## src/core/startup_oc_pkg.sv

```systemverilog
// Constants, register map and types for the startup overcurrent element.
// Assumes a 125 MHz pclk and a 32-bit APB slave port.
package startup_oc_pkg;
  localparam int unsigned PCLK_NS     = 8;
  localparam int unsigned TICK_NS     = 1_000_000;
  localparam int unsigned TICK_CYCLES = TICK_NS / PCLK_NS;
  localparam int unsigned RESET_MS    = 200;

  localparam logic [11:0] ADDR_CTRL   = 12'h000;
  localparam logic [11:0] ADDR_PICKUP = 12'h004;
  localparam logic [11:0] ADDR_KOCT   = 12'h008;
  localparam logic [11:0] ADDR_RATED  = 12'h00c;
  localparam logic [11:0] ADDR_AVGCYC = 12'h010;
  localparam logic [11:0] ADDR_STATUS = 12'h014;
  localparam logic [11:0] ADDR_MASK   = 12'h018;
  localparam logic [11:0] ADDR_STATE  = 12'h01c;

  localparam int unsigned CTRL_EN_BIT    = 0;
  localparam int unsigned CTRL_AVG_BIT   = 1;
  localparam int unsigned CTRL_CURVE_BIT = 2;
  localparam int unsigned CTRL_STD_BIT   = 3;
  localparam int unsigned CTRL_W         = 4;

  localparam int unsigned EV_START_BIT = 0;
  localparam int unsigned EV_PICK_BIT  = 1;
  localparam int unsigned EV_TRIP_BIT  = 2;
  localparam int unsigned EV_W         = 3;

  localparam logic [CTRL_W-1:0] CTRL_RST   = 4'h0;
  localparam logic [10:0]       PICKUP_RST = 11'h0c8;
  localparam logic [10:0]       PICKUP_MIN = 11'h0c8;
  localparam logic [10:0]       PICKUP_MAX = 11'h7d0;
  localparam logic [7:0]        KOCT_RST   = 8'h04;
  localparam logic [7:0]        KOCT_MIN   = 8'h04;
  localparam logic [7:0]        KOCT_MAX   = 8'hf0;
  localparam logic [15:0]       RATED_RST  = 16'h0064;
  localparam logic [7:0]        AVGCYC_RST = 8'h01;
  localparam logic [EV_W-1:0]   MASK_RST   = 3'h0;

  localparam logic [11:0] INV_MS_PER_K = 12'hbb8;
  localparam logic [7:0]  FIX_MS_PER_K = 8'hc8;
  localparam logic [6:0]  PCT_SCALE   = 7'h64;
  localparam logic [4:0]  STD_NUM     = 5'h17;
  localparam logic [4:0]  STD_DEN     = 5'h14;

  typedef enum logic {long_inverse_curve, fixed_delay_curve} curve_t;
endpackage

```

## src/core/limit_timer.sv

```systemverilog
// Time-limit timer: per ms tick, integrates current multiple (long inverse) or counts ticks (fixed delay) toward the curve limit.
// Assumes tick is a one-cycle pulse every millisecond.
`timescale 1ns/1ns
module limit_timer (
  input  wire logic                   pclk,
  input  wire logic                   presetn,
  input  wire logic                   tick,
  input  wire logic                   run,
  input  wire logic                   clear,
  input  wire startup_oc_pkg::curve_t curve,
  input  wire logic [7:0]             koct,
  input  wire logic [15:0]            rated,
  input  wire logic [15:0]            current,
  output logic                        done
);
  logic [39:0] acc_r;
  logic [39:0] limit;
  logic [39:0] step;

  // Summing current for t ms against 3000*K*rated equals t = 3000*K/(current/rated)
  always_comb begin
    if (curve == startup_oc_pkg::long_inverse_curve) begin
      limit = 40'(startup_oc_pkg::INV_MS_PER_K * koct * rated); // RULE11 RULE13
      step  = {24'h00_0000, current};
    end else begin
      limit = 40'(startup_oc_pkg::FIX_MS_PER_K * koct); // RULE12
      step  = 40'h00_0000_0001;
    end
  end

  always_ff @(posedge pclk or negedge presetn) begin
    if (!presetn) begin
      acc_r <= 40'h00_0000_0000;
    end else if (clear) begin
      acc_r <= 40'h00_0000_0000;
    end else if (tick && run && acc_r < limit) begin
      acc_r <= acc_r + step; // RULE4
    end
  end

  always_ff @(posedge pclk or negedge presetn) begin
    if (!presetn) begin
      done <= 1'b0;
    end else begin
      done <= !clear && (acc_r >= limit) && (limit != 40'h00_0000_0000);
    end
  end
endmodule

```

## src/core/mean_divider.sv

```systemverilog
// Serial restoring divider giving the mean current of an averaging window.
// Assumes start is a pulse given only while busy is low.
`timescale 1ns/1ns
module mean_divider (
  input  wire logic        pclk,
  input  wire logic        presetn,
  input  wire logic        start,
  input  wire logic [31:0] dividend,
  input  wire logic [15:0] divisor,
  output logic             busy,
  output logic [15:0]      quotient
);
  logic [5:0]  cnt_r;
  logic [31:0] quo_r;
  logic [16:0] rem_r;
  logic [15:0] div_r;
  logic [16:0] trial;

  assign trial = {rem_r[15:0], quo_r[31]};

  always_ff @(posedge pclk or negedge presetn) begin
    if (!presetn) begin
      busy  <= 1'b0;
      cnt_r <= 6'h00;
      quo_r <= 32'h0000_0000;
      rem_r <= 17'h0_0000;
      div_r <= 16'h0000;
    end else if (start) begin
      busy  <= 1'b1;
      cnt_r <= 6'h00;
      quo_r <= dividend;
      rem_r <= 17'h0_0000;
      div_r <= divisor;
    end else if (busy) begin
      if (trial >= {1'b0, div_r}) begin
        rem_r <= trial - {1'b0, div_r};
        quo_r <= {quo_r[30:0], 1'b1};
      end else begin
        rem_r <= trial;
        quo_r <= {quo_r[30:0], 1'b0};
      end
      cnt_r <= cnt_r + 6'h01;
      busy  <= (cnt_r != 6'h1f);
    end
  end

  // Empty window gives zero; overflow saturates to 16'hffff rather than wraps
  always_ff @(posedge pclk or negedge presetn) begin
    if (!presetn) begin
      quotient <= 16'h0000;
    end else if (busy && cnt_r == 6'h1f) begin
      if (div_r == 16'h0000) begin
        quotient <= 16'h0000;
      end else if (quo_r[30:15] != 16'h0000) begin
        quotient <= 16'hffff;
      end else begin
        quotient <= {quo_r[14:0], (trial >= {1'b0, div_r})};
      end
    end
  end
endmodule

```

## src/core/startup_overcurrent_element.sv

```systemverilog
// Startup overcurrent element with APB registers, averaging and trip output.
// Assumes current samples and breaker input synchronous to pclk.
//
// Function
// [RULE1] Element works only while the breaker status input is low.
// [RULE2] Detection needs pickup true and the time-limit timer completed.
// [RULE3] Pickup when current exceeds setting, or 1.15 times it in standards mode.
// [RULE4] Timer advances per curve while current exceeds the operating setting.
// [RULE5] A 200 ms reset timer keeps the output from chattering.
// [RULE6] Trip output only appears while the element is enabled.
// [RULE7] With averaging on, current is the mean over set rotation cycles.
// [RULE8] Operating current setting 200 to 2000 percent, 2 percent steps.
// [RULE9] Time multiplier setting 4 to 240 in unit steps.
// [RULE10] Curve select chooses long inverse or fixed delay only.
// [RULE11] Long inverse time is 3 times multiplier over current multiple.
// [RULE12] Fixed delay time is 2 times multiplier over ten.
// [RULE13] Current multiple is measured current over rated motor current.
// [RULE14] Standards mode changes nothing above 1.15 times pickup.
// [RULE15] Timer and detection clear only after 200 ms below threshold.
`timescale 1ns/1ns
module startup_overcurrent_element #(
  parameter int unsigned TICK_CYCLES = startup_oc_pkg::TICK_CYCLES
) (
  input  wire logic        pclk,
  input  wire logic        presetn,
  input  wire logic        psel,
  input  wire logic        penable,
  input  wire logic        pwrite,
  input  wire logic [11:0] paddr,
  input  wire logic [31:0] pwdata,
  output logic [31:0]      prdata,
  output logic             pready,
  output logic             pslverr,
  input  wire logic [15:0] line_current,
  input  wire logic        current_valid,
  input  wire logic        rotation_mark,
  input  wire logic        breaker_status_input,
  output logic             trip_out,
  output logic             irq
);
  typedef enum logic [1:0] {st_off, st_watch, st_pick, st_drop} elem_state_t;

  logic [startup_oc_pkg::CTRL_W-1:0] ctrl_r;
  logic [10:0]                       pickup_r;
  logic [7:0]                        koct_r;
  logic [15:0]                       rated_r;
  logic [7:0]                        avgcyc_r;
  logic [startup_oc_pkg::EV_W-1:0]   status_r;
  logic [startup_oc_pkg::EV_W-1:0]   mask_r;
  logic [startup_oc_pkg::EV_W-1:0]   status_nxt;
  logic [startup_oc_pkg::EV_W-1:0]   events;

  logic                              access;
  logic                              xfer_done;
  logic                              wr_en;
  logic                              mapped;
  logic [31:0]                       rd_mux;

  logic [16:0]                       tick_cnt_r;
  logic                              tick_r;

  logic [15:0]                       sample_r;
  logic [31:0]                       sum_r;
  logic [15:0]                       nsamp_r;
  logic [7:0]                        cyc_r;
  logic                              div_start_r;
  logic                              div_busy;
  logic [15:0]                       avg_cur;
  logic [15:0]                       elem_cur;

  logic                              active;
  logic                              active_d_r;
  logic [33:0]                       cur_scaled;
  logic [33:0]                       set_scaled;
  logic                              pickup;
  logic                              over_set;
  elem_state_t                       state_r;
  logic [7:0]                        rst_cnt_r;
  logic                              drop_expire;
  logic                              timer_clear;
  logic                              timer_done;
  logic                              detect;
  logic                              detect_d_r;
  startup_oc_pkg::curve_t            curve;

  // APB: one wait state, pready registered
  assign access    = psel && penable;
  assign xfer_done = access && pready;
  assign wr_en     = xfer_done && pwrite && !pslverr;

  always_comb begin
    mapped = 1'b1;
    rd_mux = 32'h0000_0000;
    unique case (paddr)
      startup_oc_pkg::ADDR_CTRL:   rd_mux = 32'(ctrl_r);
      startup_oc_pkg::ADDR_PICKUP: rd_mux = 32'(pickup_r);
      startup_oc_pkg::ADDR_KOCT:   rd_mux = 32'(koct_r);
      startup_oc_pkg::ADDR_RATED:  rd_mux = 32'(rated_r);
      startup_oc_pkg::ADDR_AVGCYC: rd_mux = 32'(avgcyc_r);
      startup_oc_pkg::ADDR_STATUS: rd_mux = 32'(status_r);
      startup_oc_pkg::ADDR_MASK:   rd_mux = 32'(mask_r);
      startup_oc_pkg::ADDR_STATE:  rd_mux = {9'h000, timer_done, pickup, active, state_r, 2'h0, elem_cur};
      default:                     mapped = 1'b0;
    endcase
  end

  always_ff @(posedge pclk or negedge presetn) begin
    if (!presetn) begin
      pready  <= 1'b0;
      pslverr <= 1'b0;
      prdata  <= 32'h0000_0000;
    end else begin
      pready  <= access && !pready;
      pslverr <= access && !pready && !mapped;
      if (access && !pready) begin
        prdata <= pwrite ? 32'h0000_0000 : rd_mux;
      end
    end
  end

  // Settings; out-of-range writes are clamped, not rejected
  always_ff @(posedge pclk or negedge presetn) begin
    if (!presetn) begin
      ctrl_r <= startup_oc_pkg::CTRL_RST;
    end else if (wr_en && paddr == startup_oc_pkg::ADDR_CTRL) begin
      ctrl_r <= pwdata[startup_oc_pkg::CTRL_W-1:0]; // RULE10
    end
  end

  always_ff @(posedge pclk or negedge presetn) begin
    if (!presetn) begin
      pickup_r <= startup_oc_pkg::PICKUP_RST;
    end else if (wr_en && paddr == startup_oc_pkg::ADDR_PICKUP) begin
      if (pwdata[31:11] != 21'h0 || pwdata[10:0] > startup_oc_pkg::PICKUP_MAX) begin
        pickup_r <= startup_oc_pkg::PICKUP_MAX; // RULE8
      end else if (pwdata[10:0] < startup_oc_pkg::PICKUP_MIN) begin
        pickup_r <= startup_oc_pkg::PICKUP_MIN; // RULE8
      end else begin
        pickup_r <= {pwdata[10:1], 1'b0}; // RULE8
      end
    end
  end

  always_ff @(posedge pclk or negedge presetn) begin
    if (!presetn) begin
      koct_r <= startup_oc_pkg::KOCT_RST;
    end else if (wr_en && paddr == startup_oc_pkg::ADDR_KOCT) begin
      if (pwdata[31:8] != 24'h0 || pwdata[7:0] > startup_oc_pkg::KOCT_MAX) begin
        koct_r <= startup_oc_pkg::KOCT_MAX; // RULE9
      end else if (pwdata[7:0] < startup_oc_pkg::KOCT_MIN) begin
        koct_r <= startup_oc_pkg::KOCT_MIN; // RULE9
      end else begin
        koct_r <= pwdata[7:0]; // RULE9
      end
    end
  end

  always_ff @(posedge pclk or negedge presetn) begin
    if (!presetn) begin
      rated_r  <= startup_oc_pkg::RATED_RST;
      avgcyc_r <= startup_oc_pkg::AVGCYC_RST;
      mask_r   <= startup_oc_pkg::MASK_RST;
    end else if (wr_en) begin
      if (paddr == startup_oc_pkg::ADDR_RATED) begin
        rated_r <= pwdata[15:0];
      end
      if (paddr == startup_oc_pkg::ADDR_AVGCYC) begin
        avgcyc_r <= (pwdata[7:0] == 8'h00) ? startup_oc_pkg::AVGCYC_RST : pwdata[7:0];
      end
      if (paddr == startup_oc_pkg::ADDR_MASK) begin
        mask_r <= pwdata[startup_oc_pkg::EV_W-1:0];
      end
    end
  end

  // Millisecond tick for both timers
  always_ff @(posedge pclk or negedge presetn) begin
    if (!presetn) begin
      tick_cnt_r <= 17'h0_0000;
      tick_r     <= 1'b0;
    end else if (tick_cnt_r == 17'(TICK_CYCLES - 1)) begin
      tick_cnt_r <= 17'h0_0000;
      tick_r     <= 1'b1;
    end else begin
      tick_cnt_r <= tick_cnt_r + 17'h0_0001;
      tick_r     <= 1'b0;
    end
  end

  // Current capture and rotation-cycle averaging window
  always_ff @(posedge pclk or negedge presetn) begin
    if (!presetn) begin
      sample_r <= 16'h0000;
    end else if (current_valid) begin
      sample_r <= line_current;
    end
  end

  // A sample landing on the closing mark belongs to the window it closes
  always_ff @(posedge pclk or negedge presetn) begin
    if (!presetn) begin
      sum_r       <= 32'h0000_0000;
      nsamp_r     <= 16'h0000;
      cyc_r       <= 8'h00;
      div_start_r <= 1'b0;
    end else begin
      div_start_r <= 1'b0;
      if (rotation_mark && cyc_r + 8'h01 >= avgcyc_r && !div_busy && !div_start_r) begin
        div_start_r <= 1'b1; // RULE7
        cyc_r       <= 8'h00;
      end else if (rotation_mark && cyc_r != 8'hff) begin
        cyc_r <= cyc_r + 8'h01;
      end
      if (current_valid && nsamp_r != 16'hffff) begin
        sum_r   <= sum_r + 32'(line_current);
        nsamp_r <= nsamp_r + 16'h0001;
      end
      if (div_start_r) begin
        sum_r   <= current_valid ? 32'(line_current) : 32'h0000_0000;
        nsamp_r <= current_valid ? 16'h0001 : 16'h0000;
      end
    end
  end

  mean_divider u_mean (
    .pclk     (pclk),
    .presetn  (presetn),
    .start    (div_start_r),
    .dividend (sum_r),
    .divisor  (nsamp_r),
    .busy     (div_busy),
    .quotient (avg_cur)
  );

  assign elem_cur = ctrl_r[startup_oc_pkg::CTRL_AVG_BIT] ? avg_cur : sample_r; // RULE7

  // Breaker closed means motor energised: startup window is over
  assign active = !breaker_status_input; // RULE1

  // Scaled by 100*20 so both thresholds compare without division
  assign cur_scaled = 34'(elem_cur * startup_oc_pkg::PCT_SCALE * startup_oc_pkg::STD_DEN);
  assign set_scaled = 34'(pickup_r * rated_r * startup_oc_pkg::STD_DEN);

  always_comb begin
    if (ctrl_r[startup_oc_pkg::CTRL_STD_BIT]) begin
      pickup = cur_scaled > 34'(pickup_r * rated_r * startup_oc_pkg::STD_NUM); // RULE3
    end else begin
      pickup = cur_scaled > set_scaled; // RULE3
    end
  end

  assign over_set = active && (cur_scaled > set_scaled); // RULE4

  assign curve = ctrl_r[startup_oc_pkg::CTRL_CURVE_BIT] ? startup_oc_pkg::fixed_delay_curve
                                                        : startup_oc_pkg::long_inverse_curve; // RULE10

  // Timer ignores the standards option, so times match above 1.15x pickup
  limit_timer u_timer (
    .pclk    (pclk),
    .presetn (presetn),
    .tick    (tick_r),
    .run     (over_set),
    .clear   (timer_clear),
    .curve   (curve),
    .koct    (koct_r),
    .rated   (rated_r),
    .current (elem_cur),
    .done    (timer_done)
  ); // RULE14

  assign drop_expire = (state_r == st_drop) && tick_r &&
                       (rst_cnt_r == 8'(startup_oc_pkg::RESET_MS - 1)) && !pickup; // RULE5
  assign timer_clear = (state_r == st_off) || drop_expire; // RULE15

  always_ff @(posedge pclk or negedge presetn) begin
    if (!presetn) begin
      state_r <= st_off;
    end else if (!active) begin
      state_r <= st_off; // RULE1
    end else begin
      unique case (state_r)
        st_off: begin
          state_r <= st_watch;
        end
        st_watch: begin
          if (pickup) begin
            state_r <= st_pick;
          end
        end
        st_pick: begin
          if (!pickup) begin
            state_r <= st_drop;
          end
        end
        st_drop: begin
          if (pickup) begin
            state_r <= st_pick;
          end else if (drop_expire) begin
            state_r <= st_watch; // RULE15
          end
        end
      endcase
    end
  end

  always_ff @(posedge pclk or negedge presetn) begin
    if (!presetn) begin
      rst_cnt_r <= 8'h00;
    end else if (state_r != st_drop || pickup) begin
      rst_cnt_r <= 8'h00;
    end else if (tick_r) begin
      rst_cnt_r <= rst_cnt_r + 8'h01; // RULE5
    end
  end

  // Drop state holds detection through the reset interval
  assign detect = timer_done && (state_r == st_pick || state_r == st_drop); // RULE2 RULE15

  always_ff @(posedge pclk or negedge presetn) begin
    if (!presetn) begin
      trip_out <= 1'b0;
    end else begin
      trip_out <= detect && ctrl_r[startup_oc_pkg::CTRL_EN_BIT]; // RULE6
    end
  end

  // Events, sticky status cleared by read; set wins over clear
  always_ff @(posedge pclk or negedge presetn) begin
    if (!presetn) begin
      // Starts as active, so an open breaker at reset is no false start event
      active_d_r <= 1'b1;
      detect_d_r <= 1'b0;
    end else begin
      active_d_r <= active;
      detect_d_r <= detect && ctrl_r[startup_oc_pkg::CTRL_EN_BIT];
    end
  end

  always_comb begin
    events = '0;
    events[startup_oc_pkg::EV_START_BIT] = active && !active_d_r;
    events[startup_oc_pkg::EV_PICK_BIT]  = (state_r == st_watch) && active && pickup;
    events[startup_oc_pkg::EV_TRIP_BIT]  = detect && ctrl_r[startup_oc_pkg::CTRL_EN_BIT] && !detect_d_r;
    if (xfer_done && !pwrite && paddr == startup_oc_pkg::ADDR_STATUS) begin
      status_nxt = (status_r & ~prdata[startup_oc_pkg::EV_W-1:0]) | events;
    end else begin
      status_nxt = status_r | events;
    end
  end

  always_ff @(posedge pclk or negedge presetn) begin
    if (!presetn) begin
      status_r <= '0;
      irq      <= 1'b0;
    end else begin
      status_r <= status_nxt;
      irq      <= |(status_nxt & mask_r);
    end
  end
endmodule

```

## config.mk

```make
export PLATFORM = sky130hd
export DESIGN_NAME = startup_overcurrent_element
export DESIGN_NICKNAME = d
export VERILOG_FILES = /design/src/core/startup_oc_pkg.sv /design/src/core/limit_timer.sv /design/src/core/mean_divider.sv /design/src/core/startup_overcurrent_element.sv
export SDC_FILE = /design/constraint.sdc
export NUM_CORES = 2
export LEC_CHECK = 0
export ABC_CLOCK_PERIOD_IN_PS = 28700
export BUFFER_PORTS_ARGS = -buffer_cell sky130_fd_sc_hd__buf_2
export CAP_MARGIN = 15
export CELL_PAD_IN_SITES_DETAIL_PLACEMENT = 0
export CELL_PAD_IN_SITES_GLOBAL_PLACEMENT = 1
export CORE_MARGIN = 2
export CORE_UTILIZATION = 30
export CTS_BUF_LIST = sky130_fd_sc_hd__clkbuf_8
export CTS_CLUSTER_SIZE = 24
export DETAILED_ROUTE_END_ITERATION = 6
export PLACE_DENSITY = 0.66
export SYNTH_ARGS = -nofsm -noshare
export SYNTH_HDL_FRONTEND = slang
export SYNTH_HIERARCHICAL = 1
export SYNTH_SLANG_ARGS = --single-unit
```

## constraint.sdc

```tcl
create_clock -name pclk -period 28.7 [get_ports pclk]
set_input_delay 7.175 -clock pclk [delete_from_list [all_inputs] [get_ports pclk]]
set_output_delay 7.175 -clock pclk [all_outputs]
set_load 0.03 [all_outputs]
```

# Word level (Yosys, flattened, before mapping)
# Cells that the tools add are included.
# word_totals
latch_bits,0
out_inout_bits,36
rom_bits,0
ram_bits,0
register_bits,319
n_memories,0
input_bits,68
# op_classes
bitwise,5
order_cmp,10
n_addsub,8
eq_ne,20
mul,8
n_shift,0
n_mux,47
n_div,0
n_reduce_logical,66
# op_table
operator,n
case mux 23 bit (8 select lines),1
2-to-1 mux 16 bit,10
2-to-1 mux 32 bit,5
2-to-1 mux 40 bit,2
greater-than comparator 28 x 32 -> 1 bit,2
2-to-1 mux 8 bit,7
"equality test 12 x 5 -> 1 bit, second input constant",4
adder 40 x 16 -> 40 bit,1
greater-or-equal comparator 40 bit,1
< comparator 40 bit,1
nonzero test 40 bit,1
2-to-1 mux 36 bit,1
multiplier 17 x 16 -> 33 bit,1
adder 32 x 16 -> 32 bit,1
"multiplier 27 x 5 -> 32 bit, second input constant",1
logical AND 1 bit,31
"multiplier 27 x 3 -> 30 bit, second input constant",1
multiplier 11 x 16 -> 27 bit,1
"equality test 12 x 4 -> 1 bit, second input constant",2
"multiplier 21 x 3 -> 24 bit, second input constant",1
nonzero test 24 bit,1
2-to-1 mux 11 bit,2
"multiplier 16 x 5 -> 21 bit, second input constant",1
nonzero test 21 bit,1
46 further kinds,84

# Longest topological paths before layout
# logic_depth
depth_word,11
depth_mapped,50
ltp_nobuf,49

# By module
# The synthesis kept the hierarchy.
# modules_own_cells
module,area_per_inst_um2,cells_each,seq_area_each_um2,instances
startup_overcurrent_element,22704.3,2573,4490.6,1
limit_timer,14968.1,1731,1026.0,1
mean_divider,4810.9,521,2177.1,1

# Least setup slack after synthesis
# OpenSTA, ideal clock, no wires.
# synth_timing
kind,register to register
from,register koct_r[2]
to,register u_timer.acc_r[32]
setup_time_ns,0.078
t_required_ns,28.622
period_less_slack_ns,11.751
path_stages_with_launch,50
t_arrival_ns,11.673
n_path_buf,1
slack_ns,16.949
path_cell_list,dfstp_2 > inv_1 > fa_1 > fa_1 > inv_1 > ha_1 > fa_1 > ha_1 > a21o_1 > a21oi_1 > o21bai_1 > a21oi_1 > o21bai_1 > a21oi_1 > o21ai_0 > o41ai_1 > xnor2_1 > clkbuf_1 > [14 not listed] > nand3_1 > o221ai_2 > o21bai_4 > a41o_1 > a41oi_1 > xnor2_1 > nand2_1 > ha_1 > a21o_1 > a21o_1 > a21oi_1 > o21ai_0 > a21oi_1 > o2111ai_1 > nor4_4 > nand3_1 > or3_1 > a21oi_1
# synth_between
elab_chain_len,6
elab_cells_between_ends,7
# synth_lines
element,line,rtl
from (decl),startup_overcurrent_element.sv:45,logic [7:0] koct_r;
from (signal assigned),startup_overcurrent_element.sv:146,koct_r <= startup_oc_pkg::KOCT_RST;
from (signal assigned),startup_overcurrent_element.sv:149,koct_r <= startup_oc_pkg::KOCT_MAX;
from (signal assigned),startup_overcurrent_element.sv:151,koct_r <= startup_oc_pkg::KOCT_MIN;
multiplier 9 x 8 -> 17 bit,limit_timer.sv:23,limit = 40'(startup_oc_pkg::INV_MS_PER_K * koct * rated);
multiplier 17 x 16 -> 33 bit,limit_timer.sv:23,
2-to-1 mux 36 bit (*),limit_timer.sv:22,if (curve == startup_oc_pkg::long_inverse_curve) begin
< comparator 40 bit (*),limit_timer.sv:36,end else if (tick && run && acc_r < limit) begin
logical AND 1 bit (*),limit_timer.sv:36,
nonzero test 2 bit (no source line) (*),n/a,
to (signal assigned),limit_timer.sv:37,acc_r <= acc_r + step;
to (decl),limit_timer.sv:16,logic [39:0] acc_r;
# Every way passes the cells marked *; elsewhere a longest branch is shown, timed or not.
# A chain may end at the register's enable or synchronous reset.

# Worst setup path after layout
# Ends and elaborated chain as after synthesis.

==> flow_metrics.py <==
metrics = {
    "clock_tree": {
        "path_clk_slew_ns": 0.06,
        "clockRootBuffer": "clkbuf_8",
        "numCtsBuffers": 61,
        "ctsResizeCount": 0,
        "cts_setup_buffers": 0,
        "clkSinkCount": 307,
        "cts_buffer_depth": 3,
        "clkLatencyLatePin_ns": 0.74,
        "cts_tree": "built",
        "cts-htree-levels": 2,
        "hold_buffers": 0,
    },
    "placed_design": {
        "routabilityCongestion": 0.842,
        "hpwl_um": 95400,
        "port_buffers": 92,
    },
    "drt": {
        "wire_per_inst_um": 17.7,
        "first_pass_iters": 7,
        "antenna_left": 0,
        "wirelength_um": 120000,
        "vias": 33600,
        "drt_iter0_markers": 1667,
        "route.detailed.drc": 0,
        "vias_per_cell": 4.94,
    },
    "synth": {
        "syn_area_per_cell_um2": 8.80,
        "yosysTopAreaCellShare": 0.191,
        "yosysSeqAreaShare": 0.181,
        "synth_cell_type_count": 103,
        "syn_inst": 4825,
        "netlist_area_mm2": 0.0425,
        "synthTopCellsByArea": "fa_1, dfrtp_1, ha_1",
        "synth-async-reset-ratio": 1.00,
        "synth_warnings": 6,
        "ys_ff_latch": 307,
        "yosysTopAreaCell": "fa_1",
        "synth-edff-count": 0,
        "ys.flop_type": "dfrtp_1",
    },
    "timing": {
        "tightest_slew_ns": 1.23,
        "rsz0062_at_grt": "no",
        "fin_crit_ns": 13.51,
        "fmax_mhz": 74.0,
        "finalCritPeriodShare": 0.471,
        "fin_tns_setup_ns": 0,
        "maxSlewViolCount": 0,
        "clock_skew_ns": 0.0452,
        "finalHoldViolCount": 0,
        "relSlewSlack": 0.183,
        "setup_viol": 0,
        "whs_ns": 0.468,
    },
    "floorplan": {
        "io_pins": 104,
        "core_mm2": 0.141,
        "die_w_um": 380,
        "initial_utilization": 0.301,
        "die_area_mm2": 0.145,
        "rows": 138,
        "die_h_um": 380,
    },
    "finish": {
        "area_growth_syn_to_layout_pct": 9.54,
        "utilization": 0.330,
        "nets": 5891,
        "final_cell_mix": "inv_1, ha_1, nand2_1",
        "final_layout_size_suffix_gt1_frac": 0.0797,
        "final_common_cell": "inv_1",
    },
    "global_routing": {
        "grt_first_pass_wirelength_um": 194000,
        "grt_pass1_vias": 34500,
        "grt_antenna_before_repair": 19,
        "track_usage": 0.167,
        "grt_max_degree": 113,
        "grt_overflow": 0,
    },
    "worst_setup_path": {
        "rr_worst_depth": 47,
        "cp_data_required_time_ns": 29.33,
        "crit_path_end_kind": "flip-flop",
        "critPathMostFrequentCell": "fa_1",
        "cp.arrival_ns": 14.14,
        "critPathMaxFanout": 16,
        "critPathMaxStageDelay_ns": 0.66,
        "crit_slowest_cell": "dfstp_2",
        "crit_path_start_kind": "flip-flop",
        "path_class": "reg -> reg",
    },
    "run": {
        "cap_violations": 0,
    },
    "pwr": {
        "vdd_ir_drop_max_mv": 0.116,
        "p_leak_nw": 23.3,
        "power_density_mw_per_mm2": 66.8,
    },
    "run_status": {
        "status": "complete, no violations",
    },
    "worst_hold_path": {
        "holdPathStages": 2,
        "hold_path.class": "reg -> reg",
    },
}
==> routing by layer <==
layer | global-route usage | wire length (µm)
met2 | 0.273 | 55500
met3 | 0.0289 | 5870
met5 | 0 | 115
met1 | 0.231 | 56800
met4 | 0.0303 | 2110
==> area by class of cell <==
| class | instances | area [µm²] |
|---|---|---|
| Clock buffer | 78 | 1070 |
| Sequential cell | 307 | 7700 |
| Antenna cell | 5 | 12.5 |
| Tap cell | 1890 | 2360 |
| Fill cell | 14900 | 94500 |
| Timing Repair Buffer | 141 | 838 |
| Inverter | 706 | 2650 |
| Clock inverter | 35 | 428 |
| Multi-Input combinational cell | 3641 | 31500 |
==> registers in the layout (all words and copies together) (netlist names), 4 cells and up <==
name,cells
avgcyc_r,8
ctrl_r,4
cyc_r,8
koct_r,8
nsamp_r,16
pickup_r,10
prdata,21
rated_r,16
rst_cnt_r,8
sample_r,16
sum_r,32
tick_cnt_r,17
u_mean/cnt_r,6
u_mean/div_r,16
u_mean/quo_r,32
u_mean/quotient,16
u_mean/rem_r,16
u_timer/acc_r,40
==> cells in the mapped netlist (8+ instances only) <==
master     instances
o21a_1            27
a31oi_1           29
nor3_2             9
nor2b_1           49
nand2_1          512
a21oi_1          198
xor2_1           118
o31ai_1           10
a21o_1           112
or2_2             17
a31o_2            14
a211oi_1          33
nand3b_1          11
fa_1             406
nand2b_1          34
o21ai_0          213
nor3_1            54
mux2i_1           70
and4_1            12
a211o_1           16
o211ai_1          13
and3_1            38
a2111oi_0          9
nand3_1           94
xnor2_1          127
nor4_1            30
a22o_1             8
buf_4             13
inv_1            706
ha_1             559
a22oi_1           23
dfstp_2            9
or3_1             21
a222oi_1           9
dfrtp_1          298
o21bai_1          25
buf_2             13
nor2_1           274
clkbuf_1         141
nand4_1           60
mux2_2            57
and2_1           198
buf_1             12
o31a_1             8
==> metrics by stage <==
step                      setup slack (ns)  power [mW]  area, µm²  cells
after floorplan                      16.95        2.14      42500   4835
after global placement               15.29        2.55      45000   6685
after detailed placement             15.22        2.58      45000   6685
after CTS                            15.12        3.15      46500   6798
after global routing                 14.35        3.47      46500   6800
final                                15.19        3.11      46500   6803
==> report_power, final <==
group	internal [mW]	total [mW]	switching (mW)	leakage [nW]
Clock	0.328	0.554	0.226	0.812
Sequential	0.518	0.596	0.0774	4.02
Combinational	0.858	1.96	1.10	18.4
==> worst max-delay path, delay by kind of cell (launching register included) <==
kind            cells  cell delay, ns
fa+ha+maj          13            5.90
compound gates     18            4.13
simple gates        6            1.59
buf+inv             8            0.70
flops               1            0.66
xor+xnor            2            0.43
==> logic make-up (layout without fill, tap and decap cells) <==
kind of cell    after synthesis  count (layout)  synth area share
simple gates               1442            1442             0.166
flops                       307             307             0.181
compound gates              850             850             0.135
other cells                   1              16         0.0000883
buf+inv                     887             960            0.0803
fa+ha+maj                   965             965             0.356
xor+xnor                    245             245            0.0505
mux                         128             128            0.0320
==> final timing paths <==
path,to,slack [ns],startpoint
setup / recovery,u_timer/acc_r[32],15.19,koct_r[2]
hold / removal,prdata[15],0.47,prdata[15]
setup reg to reg,u_timer/acc_r[32],15.19,koct_r[2]
hold reg to reg,prdata[15],0.47,prdata[15]
max in group asynchronous,div_start_r,19.61,presetn
min in group asynchronous,sum_r[14],6.50,presetn
(Power assumes the default switching activity.)
